$ cat src/shared/cwsd_pkg.sv
// constants, field layouts and carriers for the complementary wave shutdown block
// assumes one 125 MHz clock and an 8-bit register port with 3 address bits
package cwsd_pkg;

  // register port widths and offsets
  localparam int       DW       = 8;
  localparam int       AW       = 3;
  localparam int       DB_W     = 6;
  localparam logic [2:0] OFS_CTRL = 3'h0;
  localparam logic [2:0] OFS_LVL  = 3'h1;
  localparam logic [2:0] OFS_SHD  = 3'h2;
  localparam logic [2:0] OFS_DBR  = 3'h3;
  localparam logic [2:0] OFS_DBF  = 3'h4;
  localparam logic [2:0] OFS_STAT = 3'h5;

  // field positions
  localparam int CTRL_EN_BIT   = 7;
  localparam int CTRL_POLB_BIT = 5;
  localparam int CTRL_POLA_BIT = 4;
  localparam int LVL_GAP_BIT   = 3;
  localparam int SHD_REQ_BIT   = 7;
  localparam int SHD_AUTO_BIT  = 6;

  // writable masks and reset values
  localparam logic [7:0] CTRL_MASK = 8'hB0;
  localparam logic [7:0] LVL_MASK  = 8'hF7;
  localparam logic [7:0] SHD_MASK  = 8'h47;
  localparam logic [7:0] CTRL_RST  = 8'h00;
  localparam logic [7:0] LVL_RST   = 8'h00;
  localparam logic [7:0] SHD_RST   = 8'h00;
  localparam logic [5:0] DB_RST    = 6'h00;

  // timing: input edges are asynchronous, so dead band may stretch by this much
  localparam int CLK_PERIOD_NS = 8;
  localparam int DB_UNCERT_NS  = 8;
  localparam int DB_UNCERT_CYC = (DB_UNCERT_NS / CLK_PERIOD_NS < 1) ? 1
                                 : DB_UNCERT_NS / CLK_PERIOD_NS;

  // input source codes
  typedef enum logic [2:0] {
    SRC_CMP1 = 3'h0, SRC_CMP2 = 3'h1, SRC_MOD1 = 3'h2, SRC_MOD2 = 3'h3,
    SRC_MOD3 = 3'h4, SRC_MOD4 = 3'h5, SRC_PIN  = 3'h6, SRC_RSVD = 3'h7
  } cwsd_src_e;

  // shutdown override level codes
  typedef enum logic [1:0] {
    LVL_INACT = 2'h0, LVL_TRI = 2'h1, LVL_LOW = 2'h2, LVL_HIGH = 2'h3
  } cwsd_lvl_e;

  // shutdown_level_and_source_control layout
  typedef struct packed {
    cwsd_lvl_e lvl_b;
    cwsd_lvl_e lvl_a;
    logic      gap;
    cwsd_src_e src;
  } cwsd_lvl_s;

  // asynchronous inputs from comparators, modulators and pins
  typedef struct packed {
    logic       fault;
    logic       cmp2;
    logic       cmp1;
    logic       in_pin;
    logic [3:0] mod;
  } cwsd_pins_s;

endpackage

$ cat src/rtl/cwsd_top.sv
// complementary wave generator with input selection, dead band and auto-shutdown
// assumes all source inputs are asynchronous and the register master never waits
//
// Chosen here: the register addresses and strobed register access.
`timescale 1ns/1ns
module cwsd_top (
  // clock and reset
  input  wire logic                   CORE_CLK,
  input  wire logic                   RST_N,
  // register port
  input  wire logic [cwsd_pkg::AW-1:0] REG_ADDR,
  input  wire logic [cwsd_pkg::DW-1:0] REG_WDATA,
  input  wire logic                   REG_WR,
  input  wire logic                   REG_RD,
  output logic      [cwsd_pkg::DW-1:0] REG_RDATA,
  // asynchronous sources
  input  wire cwsd_pkg::cwsd_pins_s   SRC_IN,
  // waveform outputs, enable high while driven
  output logic                        WAVE_A_O,
  output logic                        WAVE_A_OE,
  output logic                        WAVE_B_O,
  output logic                        WAVE_B_OE,
  // shutdown state
  output logic                        SHUTDOWN_ACTIVE
);

  typedef enum logic [1:0] {DB_DEAD = 2'b01, DB_DRIVE = 2'b10} cwsd_db_e;

  cwsd_pkg::cwsd_pins_s pins_s1_reg;
  cwsd_pkg::cwsd_pins_s pins_reg;
  cwsd_pkg::cwsd_lvl_s  lvl_reg;
  logic [7:0]           ctrl_reg;
  logic                 auto_reg;
  logic [2:0]           src_en_reg;
  logic                 req_reg;
  logic                 req_next;
  logic [5:0]           dbr_reg;
  logic [5:0]           dbf_reg;
  logic [5:0]           cnt_reg;
  logic [5:0]           db_load;
  cwsd_db_e             db_reg;
  logic                 drive_now;
  logic                 sel_in;
  logic                 sel_prev_reg;
  logic                 edge_ev;
  logic                 rise_ev;
  logic                 ext_active;
  logic                 shut;
  logic                 gen_en;
  logic                 a_raw;
  logic                 b_raw;
  logic [1:0]           a_next;
  logic [1:0]           b_next;
  logic                 wr_shd;

  // pick the generator input; the reserved code gives a quiet low
  function automatic logic src_pick(cwsd_pkg::cwsd_src_e s, cwsd_pkg::cwsd_pins_s p);
    unique case (s)
      cwsd_pkg::SRC_CMP1: src_pick = p.cmp1;
      cwsd_pkg::SRC_CMP2: src_pick = p.cmp2;
      cwsd_pkg::SRC_MOD1: src_pick = p.mod[0];
      cwsd_pkg::SRC_MOD2: src_pick = p.mod[1];
      cwsd_pkg::SRC_MOD3: src_pick = p.mod[2];
      cwsd_pkg::SRC_MOD4: src_pick = p.mod[3];
      cwsd_pkg::SRC_PIN:  src_pick = p.in_pin;
      default:            src_pick = 1'b0;
    endcase
  endfunction

  // output value for one leg: {enable, level}
  function automatic logic [1:0] leg(logic shd, cwsd_pkg::cwsd_lvl_e l, logic raw,
                                     logic pol);
    if (!shd) begin
      leg = {1'b1, raw ^ pol};
    end else begin
      unique case (l)
        cwsd_pkg::LVL_HIGH: leg = 2'b11;
        cwsd_pkg::LVL_LOW:  leg = 2'b10;
        cwsd_pkg::LVL_TRI:  leg = 2'b00;
        default:            leg = {1'b1, pol};
      endcase
    end
  endfunction

  function automatic logic hit(logic s, logic [2:0] a, logic [2:0] ofs);
    hit = s && (a == ofs);
  endfunction

  // two-stage synchroniser; stage one feeds stage two only
  always_ff @(posedge CORE_CLK) begin
    if (!RST_N) begin
      pins_s1_reg <= '0;
      pins_reg    <= '0;
    end else begin
      pins_s1_reg <= SRC_IN;
      pins_reg    <= pins_s1_reg;
    end
  end

  // input selection and edge detection on synchronised levels
  assign sel_in  = src_pick(lvl_reg.src, pins_reg);
  assign edge_ev = sel_in != sel_prev_reg;
  assign rise_ev = sel_in && !sel_prev_reg;

  always_ff @(posedge CORE_CLK) begin
    if (!RST_N) begin
      sel_prev_reg <= 1'b0;
    end else begin
      sel_prev_reg <= sel_in;
    end
  end

  // enabled sources are ORed as levels, so any mix can hold shutdown
  assign ext_active = |(src_en_reg & {pins_reg.fault, pins_reg.cmp2, pins_reg.cmp1});
  assign shut       = req_reg || ext_active;
  assign gen_en     = ctrl_reg[cwsd_pkg::CTRL_EN_BIT];
  assign wr_shd     = hit(REG_WR, REG_ADDR, cwsd_pkg::OFS_SHD);

  // general control: enable and polarities
  always_ff @(posedge CORE_CLK) begin
    if (!RST_N) begin
      ctrl_reg <= cwsd_pkg::CTRL_RST;
    end else if (hit(REG_WR, REG_ADDR, cwsd_pkg::OFS_CTRL)) begin
      ctrl_reg <= REG_WDATA & cwsd_pkg::CTRL_MASK;
    end
  end

  // level and source control; the gap bit never stores
  always_ff @(posedge CORE_CLK) begin
    if (!RST_N) begin
      lvl_reg <= cwsd_pkg::LVL_RST;
    end else if (hit(REG_WR, REG_ADDR, cwsd_pkg::OFS_LVL)) begin
      lvl_reg <= REG_WDATA & cwsd_pkg::LVL_MASK;
    end
  end

  // restart mode and source enables
  always_ff @(posedge CORE_CLK) begin
    if (!RST_N) begin
      auto_reg   <= cwsd_pkg::SHD_RST[cwsd_pkg::SHD_AUTO_BIT];
      src_en_reg <= cwsd_pkg::SHD_RST[2:0];
    end else if (wr_shd) begin
      auto_reg   <= REG_WDATA[cwsd_pkg::SHD_AUTO_BIT];
      src_en_reg <= REG_WDATA[2:0];
    end
  end

  // dead-band lengths in clock cycles
  always_ff @(posedge CORE_CLK) begin
    if (!RST_N) begin
      dbr_reg <= cwsd_pkg::DB_RST;
      dbf_reg <= cwsd_pkg::DB_RST;
    end else begin
      if (hit(REG_WR, REG_ADDR, cwsd_pkg::OFS_DBR)) begin
        dbr_reg <= REG_WDATA[5:0];
      end
      if (hit(REG_WR, REG_ADDR, cwsd_pkg::OFS_DBF)) begin
        dbf_reg <= REG_WDATA[5:0];
      end
    end
  end

  // request bit: an active source outranks every clear, set outranks clear
  always_comb begin
    req_next = req_reg;
    if (ext_active) begin
      req_next = 1'b1;
    end else if (wr_shd && REG_WDATA[cwsd_pkg::SHD_REQ_BIT]) begin
      req_next = 1'b1;
    end else if (wr_shd) begin
      req_next = 1'b0;
    end else if (auto_reg && rise_ev) begin
      req_next = 1'b0;
    end
  end

  always_ff @(posedge CORE_CLK) begin
    if (!RST_N) begin
      req_reg <= cwsd_pkg::SHD_RST[cwsd_pkg::SHD_REQ_BIT];
    end else begin
      req_reg <= req_next;
    end
  end

  // dead band: every input edge restarts the gap; synchroniser makes it +-1 cycle
  assign db_load = sel_in ? dbr_reg : dbf_reg;

  always_ff @(posedge CORE_CLK) begin
    if (!RST_N) begin
      db_reg  <= DB_DEAD;
      cnt_reg <= '0;
    end else if (edge_ev) begin
      db_reg  <= (db_load == 6'h00) ? DB_DRIVE : DB_DEAD;
      cnt_reg <= (db_load == 6'h00) ? 6'h00 : db_load - 6'h01;
    end else begin
      unique case (db_reg)
        DB_DEAD: begin
          if (cnt_reg == 6'h00) begin
            db_reg <= DB_DRIVE;
          end else begin
            cnt_reg <= cnt_reg - 6'h01;
          end
        end
        DB_DRIVE: db_reg <= DB_DRIVE;
        default:  db_reg <= DB_DEAD;
      endcase
    end
  end

  // legs stay off in the edge cycle itself if the new gap is non-zero, or the old drive state would let
  // the new leg through for one cycle before the gap opens
  assign drive_now = edge_ev ? (db_load == 6'h00) : (db_reg == DB_DRIVE);
  assign a_raw     = drive_now && sel_in;
  assign b_raw     = drive_now && !sel_in;

  // override or normal drive; a disabled generator floats both legs
  assign a_next = gen_en ? leg(shut, lvl_reg.lvl_a, a_raw,
                               ctrl_reg[cwsd_pkg::CTRL_POLA_BIT]) : 2'b00;
  assign b_next = gen_en ? leg(shut, lvl_reg.lvl_b, b_raw,
                               ctrl_reg[cwsd_pkg::CTRL_POLB_BIT]) : 2'b00;

  // registered pins keep glitches off the power stage
  always_ff @(posedge CORE_CLK) begin
    if (!RST_N) begin
      {WAVE_A_OE, WAVE_A_O} <= 2'b00;
      {WAVE_B_OE, WAVE_B_O} <= 2'b00;
      SHUTDOWN_ACTIVE       <= 1'b0;
    end else begin
      {WAVE_A_OE, WAVE_A_O} <= a_next;
      {WAVE_B_OE, WAVE_B_O} <= b_next;
      SHUTDOWN_ACTIVE       <= shut;
    end
  end

  // read data stands only in the cycle after the strobe
  always_ff @(posedge CORE_CLK) begin
    if (!RST_N) begin
      REG_RDATA <= '0;
    end else if (REG_RD) begin
      unique case (REG_ADDR)
        cwsd_pkg::OFS_CTRL: REG_RDATA <= ctrl_reg;
        cwsd_pkg::OFS_LVL:  REG_RDATA <= lvl_reg;
        cwsd_pkg::OFS_SHD:  REG_RDATA <= {req_reg, auto_reg, 3'h0, src_en_reg};
        cwsd_pkg::OFS_DBR:  REG_RDATA <= {2'h0, dbr_reg};
        cwsd_pkg::OFS_DBF:  REG_RDATA <= {2'h0, dbf_reg};
        cwsd_pkg::OFS_STAT: REG_RDATA <= {shut, ext_active, db_reg == DB_DRIVE, sel_in,
                                          WAVE_A_OE, WAVE_A_O, WAVE_B_OE, WAVE_B_O};
        default:            REG_RDATA <= '0;
      endcase
    end else begin
      REG_RDATA <= '0;
    end
  end
endmodule

$ cat config.mk
export PLATFORM = sky130hd
export DESIGN_NAME = cwsd_top
export DESIGN_NICKNAME = d
export VERILOG_FILES = /design/src/shared/cwsd_pkg.sv /design/src/rtl/cwsd_top.sv
export SDC_FILE = /design/constraint.sdc
export NUM_CORES = 1
export LEC_CHECK = 0
export BUFFER_PORTS_ARGS = -buffer_cell sky130_fd_sc_hd__buf_2
export CAP_MARGIN = 20
export CORE_UTILIZATION = 40
export CTS_BUF_LIST = sky130_fd_sc_hd__clkbuf_2 sky130_fd_sc_hd__clkbuf_4 sky130_fd_sc_hd__clkbuf_8
export DETAILED_ROUTE_END_ITERATION = 8
export GPL_TIMING_DRIVEN = 0
export PLACE_DENSITY = 0.56
export SETUP_SLACK_MARGIN = 0.3
export SLEW_MARGIN = 20
export SYNTH_ARGS = -nofsm -noshare
export SYNTH_HDL_FRONTEND = slang
export SYNTH_SLANG_ARGS = --single-unit
$ cat constraint.sdc
create_clock -name CORE_CLK -period 3.35 [get_ports CORE_CLK]
set_clock_uncertainty 0.15 [all_clocks]
set_input_delay 0.67 -clock CORE_CLK [delete_from_list [all_inputs] [get_ports CORE_CLK]]
set_output_delay 0.67 -clock CORE_CLK [all_outputs]
set_load 0.01 [all_outputs]
* After elaboration in Yosys (flattened, before gate mapping)
Cells that the tools add are included.
Cells by class: reductions and logical operators 23, muxes and demuxes 20, equal/unequal tests 22, $add $sub $neg 2, bitwise operators 3
Operator list (count):
- one-hot mux 8 bit (6 select lines) | 1
- two-way mux 6 bit | 5
- equality test 3 bit, second input constant | 5
- equality test 3 x 2 -> 1 bit, second input constant | 4
- zero test 6 bit | 2
- one-hot mux 2 bit (3 select lines) | 2
- subtractor 6 x 1 -> 6 bit, second input constant | 2
- equality test 2 bit, second input constant | 5
- logical AND 1 bit | 10
- two-way mux 2 bit | 5
- one-hot mux 1 bit (7 select lines) | 1
- equality test 2 x 1 -> 1 bit, second input constant | 3
- equality test 3 x 1 -> 1 bit, second input constant | 2
- zero test 3 bit | 2
- AND reduction 2 bit | 3
- two-way mux 1 bit | 5
- one-hot mux 2 bit (2 select lines) | 1
- nonzero test 4 bit | 1
- bitwise AND 3 bit | 1
- inequality test 3 bit, second input constant | 1
- OR reduction 3 bit | 1
- zero test 1 bit | 2
- inequality test 2 bit, second input constant | 1
- nonzero test 2 bit | 1
- 3 further kinds | 4
Storage, ports and cells: input bits 23, logic and storage cells 98, flip-flop bits (word level) 65

* Logic depth before layout (Yosys ltp)
depth in word-level cells 8, gate-level depth with buffers 11, depth with buffers taken out 9

* Least setup slack after synthesis
No wires, ideal clock.
path type register -> register, from register lvl_reg[1] (netlist name), to register cnt_reg[0], slack 603 ps, required time 3063 ps, data arrival time 2460 ps, stages on the path, launching flop included 10, setup time 137 ps, path buffers 2, path through dfxtp_1 > buf_6 > nand2b_4 > mux4_2 > buf_4 > mux2i_1 > ha_1 > or3b_2 > a311oi_1 > a211oi_1
Between the ends: cells in the longest elaborated chain, start to end 6, elaborated cells between the ends (all ways) 17
Ends and longest elaborated chain:
- from (decl) | RTL line cwsd_top.sv:31 | cwsd_pkg::cwsd_lvl_s lvl_reg;
- from (signal assigned) | RTL line cwsd_top.sv:131 | lvl_reg <= cwsd_pkg::LVL_RST;
- from (signal assigned) | RTL line cwsd_top.sv:133 | lvl_reg <= REG_WDATA & cwsd_pkg::LVL_MASK;
- equality test 3 bit, or another cell as far along | RTL line cwsd_top.sv:58 | unique case (s)
- one-hot mux 1 bit (7 select lines) (*) | RTL line cwsd_top.sv:58
- two-way mux 6 bit | RTL line cwsd_top.sv:186 | assign db_load = sel_in ? dbr_reg : dbf_reg;
- subtractor 6 x 1 -> 6 bit / zero test 6 bit (equally long branches) | RTL line cwsd_top.sv:194 | cnt_reg <= (db_load == 6'h00) ? 6'h00 : db_load - 6'h01;
- two-way mux 6 bit | RTL line cwsd_top.sv:194
- two-way mux 6 bit | RTL line cwsd_top.sv:192 | end else if (edge_ev) begin
- to (signal assigned) | RTL line cwsd_top.sv:194
- to (signal assigned) | RTL line cwsd_top.sv:201 | cnt_reg <= cnt_reg - 6'h01;
- to (decl) | RTL line cwsd_top.sv:39 | logic [5:0] cnt_reg;
Every way passes the cells marked *; elsewhere a longest branch is shown, timed or not. A chain may end at the register's enable or synchronous reset.

* Final worst setup path
from register lvl_reg[1] (netlist name), to register db_reg[0]
Between the ends: cells in the longest elaborated chain, start to end 6, elaborated cells between the ends (all ways) 14
Ends and longest elaborated chain:
- equality test 3 bit, or another cell as far along | RTL line cwsd_top.sv:58
- one-hot mux 1 bit (7 select lines) (*) | RTL line cwsd_top.sv:58
- two-way mux 6 bit | RTL line cwsd_top.sv:186
- zero test 6 bit | RTL line cwsd_top.sv:193 | db_reg <= (db_load == 6'h00) ? DB_DRIVE : DB_DEAD;
- two-way mux 2 bit | RTL line cwsd_top.sv:193
- two-way mux 2 bit | RTL line cwsd_top.sv:192
- to (signal assigned) | RTL line cwsd_top.sv:193
- to (decl) | RTL line cwsd_top.sv:41 | cwsd_db_e db_reg;
Marks and branches as above.

==> results <==
- Clock latency on the worst-skew pair, taken at its later pin, is 0.35 ns.
- The routability-driven placement congestion ratio is 0.846.
- On the worst path, the slowest cell contributes a delay of 0.51 ns.
- The flow ran to the end, and the final reports show no timing, DRC or antenna violations.
- The count of synthesis-stage warnings from yosys is 0.
- The number of synthesized register bits is 65.
- The count of buffers added on input and output ports is 33.
- The placement row count is 31.
- The area of the die is 7870 sq um.
- The post-synthesis async set-or-reset flop share is 0.
- The final worst-path cycle share is 0.838.
- The die width is 88.7 microns.
- The total wirelength of the detailed-routed design is 7.17 mm.
- The pin count of the biggest net entering global routing is 14.
- The synthesized instance count is 321.
- The worst register-to-register path has a setup slack of 0.54 ns.
- The clock-pin slew on the worst setup and hold paths is 0.08 ns.
- The first TritonRoute pass finished after 4 iterations.
- After synthesis, the largest family of logic cells by area is simple AND/OR/NAND/NOR gates.
- The number of global-route vias before repair is 2182.
- The area taken by flip-flops and latches is 1300 sq um.
- The number of hold-slack violations in the final timing report is 0.
- The number of nets with antenna violations after routing is 0.
- Max-cap violations in this run came to 0.
- The initial antenna violation count is 0.
- Of the total synthesized cell area, the portion taken by AND, OR, NAND and NOR gates is 0.210.
- The clock sink count is 65.
- The net count of the finished layout is 395.
- Timing analysis after detailed placement gives a worst setup slack of 0.298 ns.
- The TritonCTS clock tree is done.
- The count of cell types in the netlist is 48.
- The clock root buffer is sky130_fd_sc_hd__clkbuf_8.
- In the final routed layout, each cell accounts on average for 15.3 microns.
- The average cell area after synthesis is 9.37 sq um.
- 36 I/O pins were placed.
- The main flop type after synthesis is sky130_fd_sc_hd__dfxtp_1.
- For this design, the slowest cell found on the critical path is sky130_fd_sc_hd__mux4_2.
- Of the total synthesized cell area, the portion taken by full adders, half adders and majority gates is 0.0250.
- The min-delay analysis places its worst path in the category reg -> reg.
- The total count of max-transition violations in the final report is 0.
- The number of enable-type register cells in the synthesized netlist is 0.
- After detailed routing, the number of vias per cell comes to 5.07.
- Setup violations remaining at the end of the flow were counted as 0.
- Setup repair after global routing left no endpoint under its margin.
- The violation count after the first detailed-routing iteration is 69.
- The maximum clock rate is 356 MHz.
- The sum of negative setup slack is 0 ns.
- The global-route usage over all layers is 0.199.
- The number of clock buffers added by TritonCTS is 9.
- The shortest clock period the worst path allows after layout is 2.81 ns.
- The share of cells above drive strength 1 is 0.186.
- Counting the fill cells in the layout gives 745.
- The remaining design rule violation count is 0.
- The worst pin sits at a relative slew slack of 0.540.
- The critical path data arrival time is 2.88 ns.
- Summed over all cells, the static leakage comes to 1.45 nW.
- The routed layout has 2385 vias.
- In this run the worst path has a maximum fanout of 10.
- After synthesis the cells add up to 3010 sq um.
- The library cell used most frequently in the layout, excluding fill and tap cells, is sky130_fd_sc_hd__dfxtp_1.
- For the pin with the worst max-slew slack, the measured transition is 0.688 ns.
- Of the post-synthesis cell area, the part taken by muxes is 0.158.
- The clock passes through at most 2 buffers.
- Synthesis produced a netlist with a net count of 350.
- The CTS H-tree depth is 3.
- The share of synthesized area occupied by flip-flops and latches is 0.433.
- The setup slack after layout is 0.542 ns.
- Of the total synthesized cell area, the portion taken by XOR and XNOR cells is 0.0291.
- The required time of the critical path is 3.42 ns.
- The initial utilization of the core area, before any placement, comes to 0.415.
- Detailed placement ended at an HPWL of 5.30 mm.
- STA classifies the critical path endpoint as a flip-flop.
- The layout overhead on the synthesized area is 17.1%.
- The critical path startpoint category is a flip-flop.
- Global routing finished with a remaining overflow of 0.
- VDD sags by at most 0.229 mV.
- Walking the worst path, the cells encountered are buf_6 -> nand2b_4 -> mux4_2 -> buf_4 -> mux2i_1 -> ha_2 -> or3b_4 -> mux2i_2 -> a22oi_1.
- The multi-input combinational cells in the finished layout cover a total of 1610 sq um.
- In the layout the commonest cells are 65 x sky130_fd_sc_hd__dfxtp_1, 44 x sky130_fd_sc_hd__nor2_1, 41 x sky130_fd_sc_hd__mux2i_1, 36 x sky130_fd_sc_hd__buf_2, 17 x sky130_fd_sc_hd__and2_1.
- Measured along the y axis, the die boundary spans 88.7 microns.
- The number of antenna diodes in the final layout is 0.
- The compound-gate portion of the synthesized area was 0.108.
- The core area is 7250 sq um.
- The path type of the worst setup path is reg -> reg.
- The first-pass GRT wire length is 11.4 mm.
- The ratio of total power to cell area is 558 nW/um^2.
[cell usage after synthesis, types with 3 or more instances]
cell / number / area (sq um)
sky130_fd_sc_hd__nor3b_1: 5 / 37.5
sky130_fd_sc_hd__o22a_1: 3 / 26.3
sky130_fd_sc_hd__dfxtp_1: 65 / 1300
sky130_fd_sc_hd__nand2_1: 14 / 52.6
sky130_fd_sc_hd__or3_1: 5 / 31.3
sky130_fd_sc_hd__mux2_2: 3 / 33.8
sky130_fd_sc_hd__inv_1: 8 / 30.0
sky130_fd_sc_hd__a22oi_1: 3 / 22.5
sky130_fd_sc_hd__nor2b_1: 6 / 37.5
sky130_fd_sc_hd__a31oi_1: 4 / 25.0
sky130_fd_sc_hd__nand3_1: 3 / 15.0
sky130_fd_sc_hd__mux2i_1: 42 / 420
sky130_fd_sc_hd__nand2b_1: 6 / 37.5
sky130_fd_sc_hd__buf_2: 3 / 15.0
sky130_fd_sc_hd__xor2_1: 8 / 70.1
sky130_fd_sc_hd__a21oi_1: 8 / 40.0
sky130_fd_sc_hd__o21ai_0: 8 / 40.0
sky130_fd_sc_hd__and2_1: 17 / 106
sky130_fd_sc_hd__clkbuf_1: 10 / 37.5
sky130_fd_sc_hd__a211oi_1: 6 / 45.0
sky130_fd_sc_hd__ha_1: 6 / 75.1
sky130_fd_sc_hd__nor2_1: 44 / 165
sky130_fd_sc_hd__nor3_1: 9 / 45.0
sky130_fd_sc_hd__buf_1: 3 / 11.3
[area by class of cell]
type                    count  area share
clock buffers               9      0.0352
well taps                  99      0.0352
plain buffers              18      0.0238
clock inverters             7      0.0224
flip-flops and latches     65       0.369
repair buffers             34      0.0490
multi-input cells         230       0.457
inverters                   8     0.00852
[timing repair]
| item | in CTS | in global routing |
|---|---|---|
| setup buffers | 1 | 0 |
| endpoints found under the setup margin | 3 | 6 |
| pin swaps | 0 | 0 |
| hold buffers | 0 | 0 |
| gates cloned | 0 | 0 |
| gates resized for setup | 1 | 5 |
[cells by family (layout without fill, tap and decap cells)]
kind of cell,after synthesis,after routing
AO/OA/AOI/OAI,47,47
XOR/XNOR,10,10
AND/OR/NAND/NOR,121,121
adder cells (fa/ha/maj),6,6
flip-flops,65,65
multiplexers,46,46
buffers and inverters,26,76
[critical path: cells and delay by family, from the launching register on]
family,cells,cell delay (ns)
adders and majority gates,1,0.24
buffers and inverters,2,0.34
and+or+nand+nor,2,0.56
DFF,1,0.31
AOI/OAI and AO/OA,1,0.13
muxes,3,0.94
[power breakdown]
part,leakage (nW),internal [mW],switching [mW]
sequential,0.530,0.833,0.0437
clock,0.104,0.351,0.328
combinational,0.819,0.182,0.229
total,1.45,1.37,0.600
[metrics by stage]
step                       util  power (mW)  std cells  instance area, sq um  hold slack [ns]
after floorplan               -        1.20        321                  3010            0.262
after global placement    0.455        1.29        453                  3300            0.267
after detailed placement  0.455        1.30        453                  3300            0.268
after CTS                 0.484        1.98        470                  3510            0.289
after global routing      0.486        2.09        470                  3520            0.302
final                     0.486        1.97        470                  3520            0.287
[path summary, 6_finish.rpt]
path,start,to,depth (start not counted)
setup / recovery,lvl_reg[1],db_reg[0],9
hold / removal,pins_s1_reg[7],pins_reg[7],1
setup reg to reg,lvl_reg[1],db_reg[0],9
hold reg to reg,pins_s1_reg[7],pins_reg[7],1
[layer usage]
metal | wire [microns] | part of all wire | up-vias | track usage
li1 | - | - | 1215 | -
met1 | 3520 | 0.49 | 1104 | 0.266
met2 | 3170 | 0.44 | 59 | 0.309
met3 | 352 | 0.049 | 7 | 0.0494
met4 | 128 | 0.018 | 0 | 0.0748
met5 | 0 | 0 | - | 0
(Power assumes the default switching activity.)
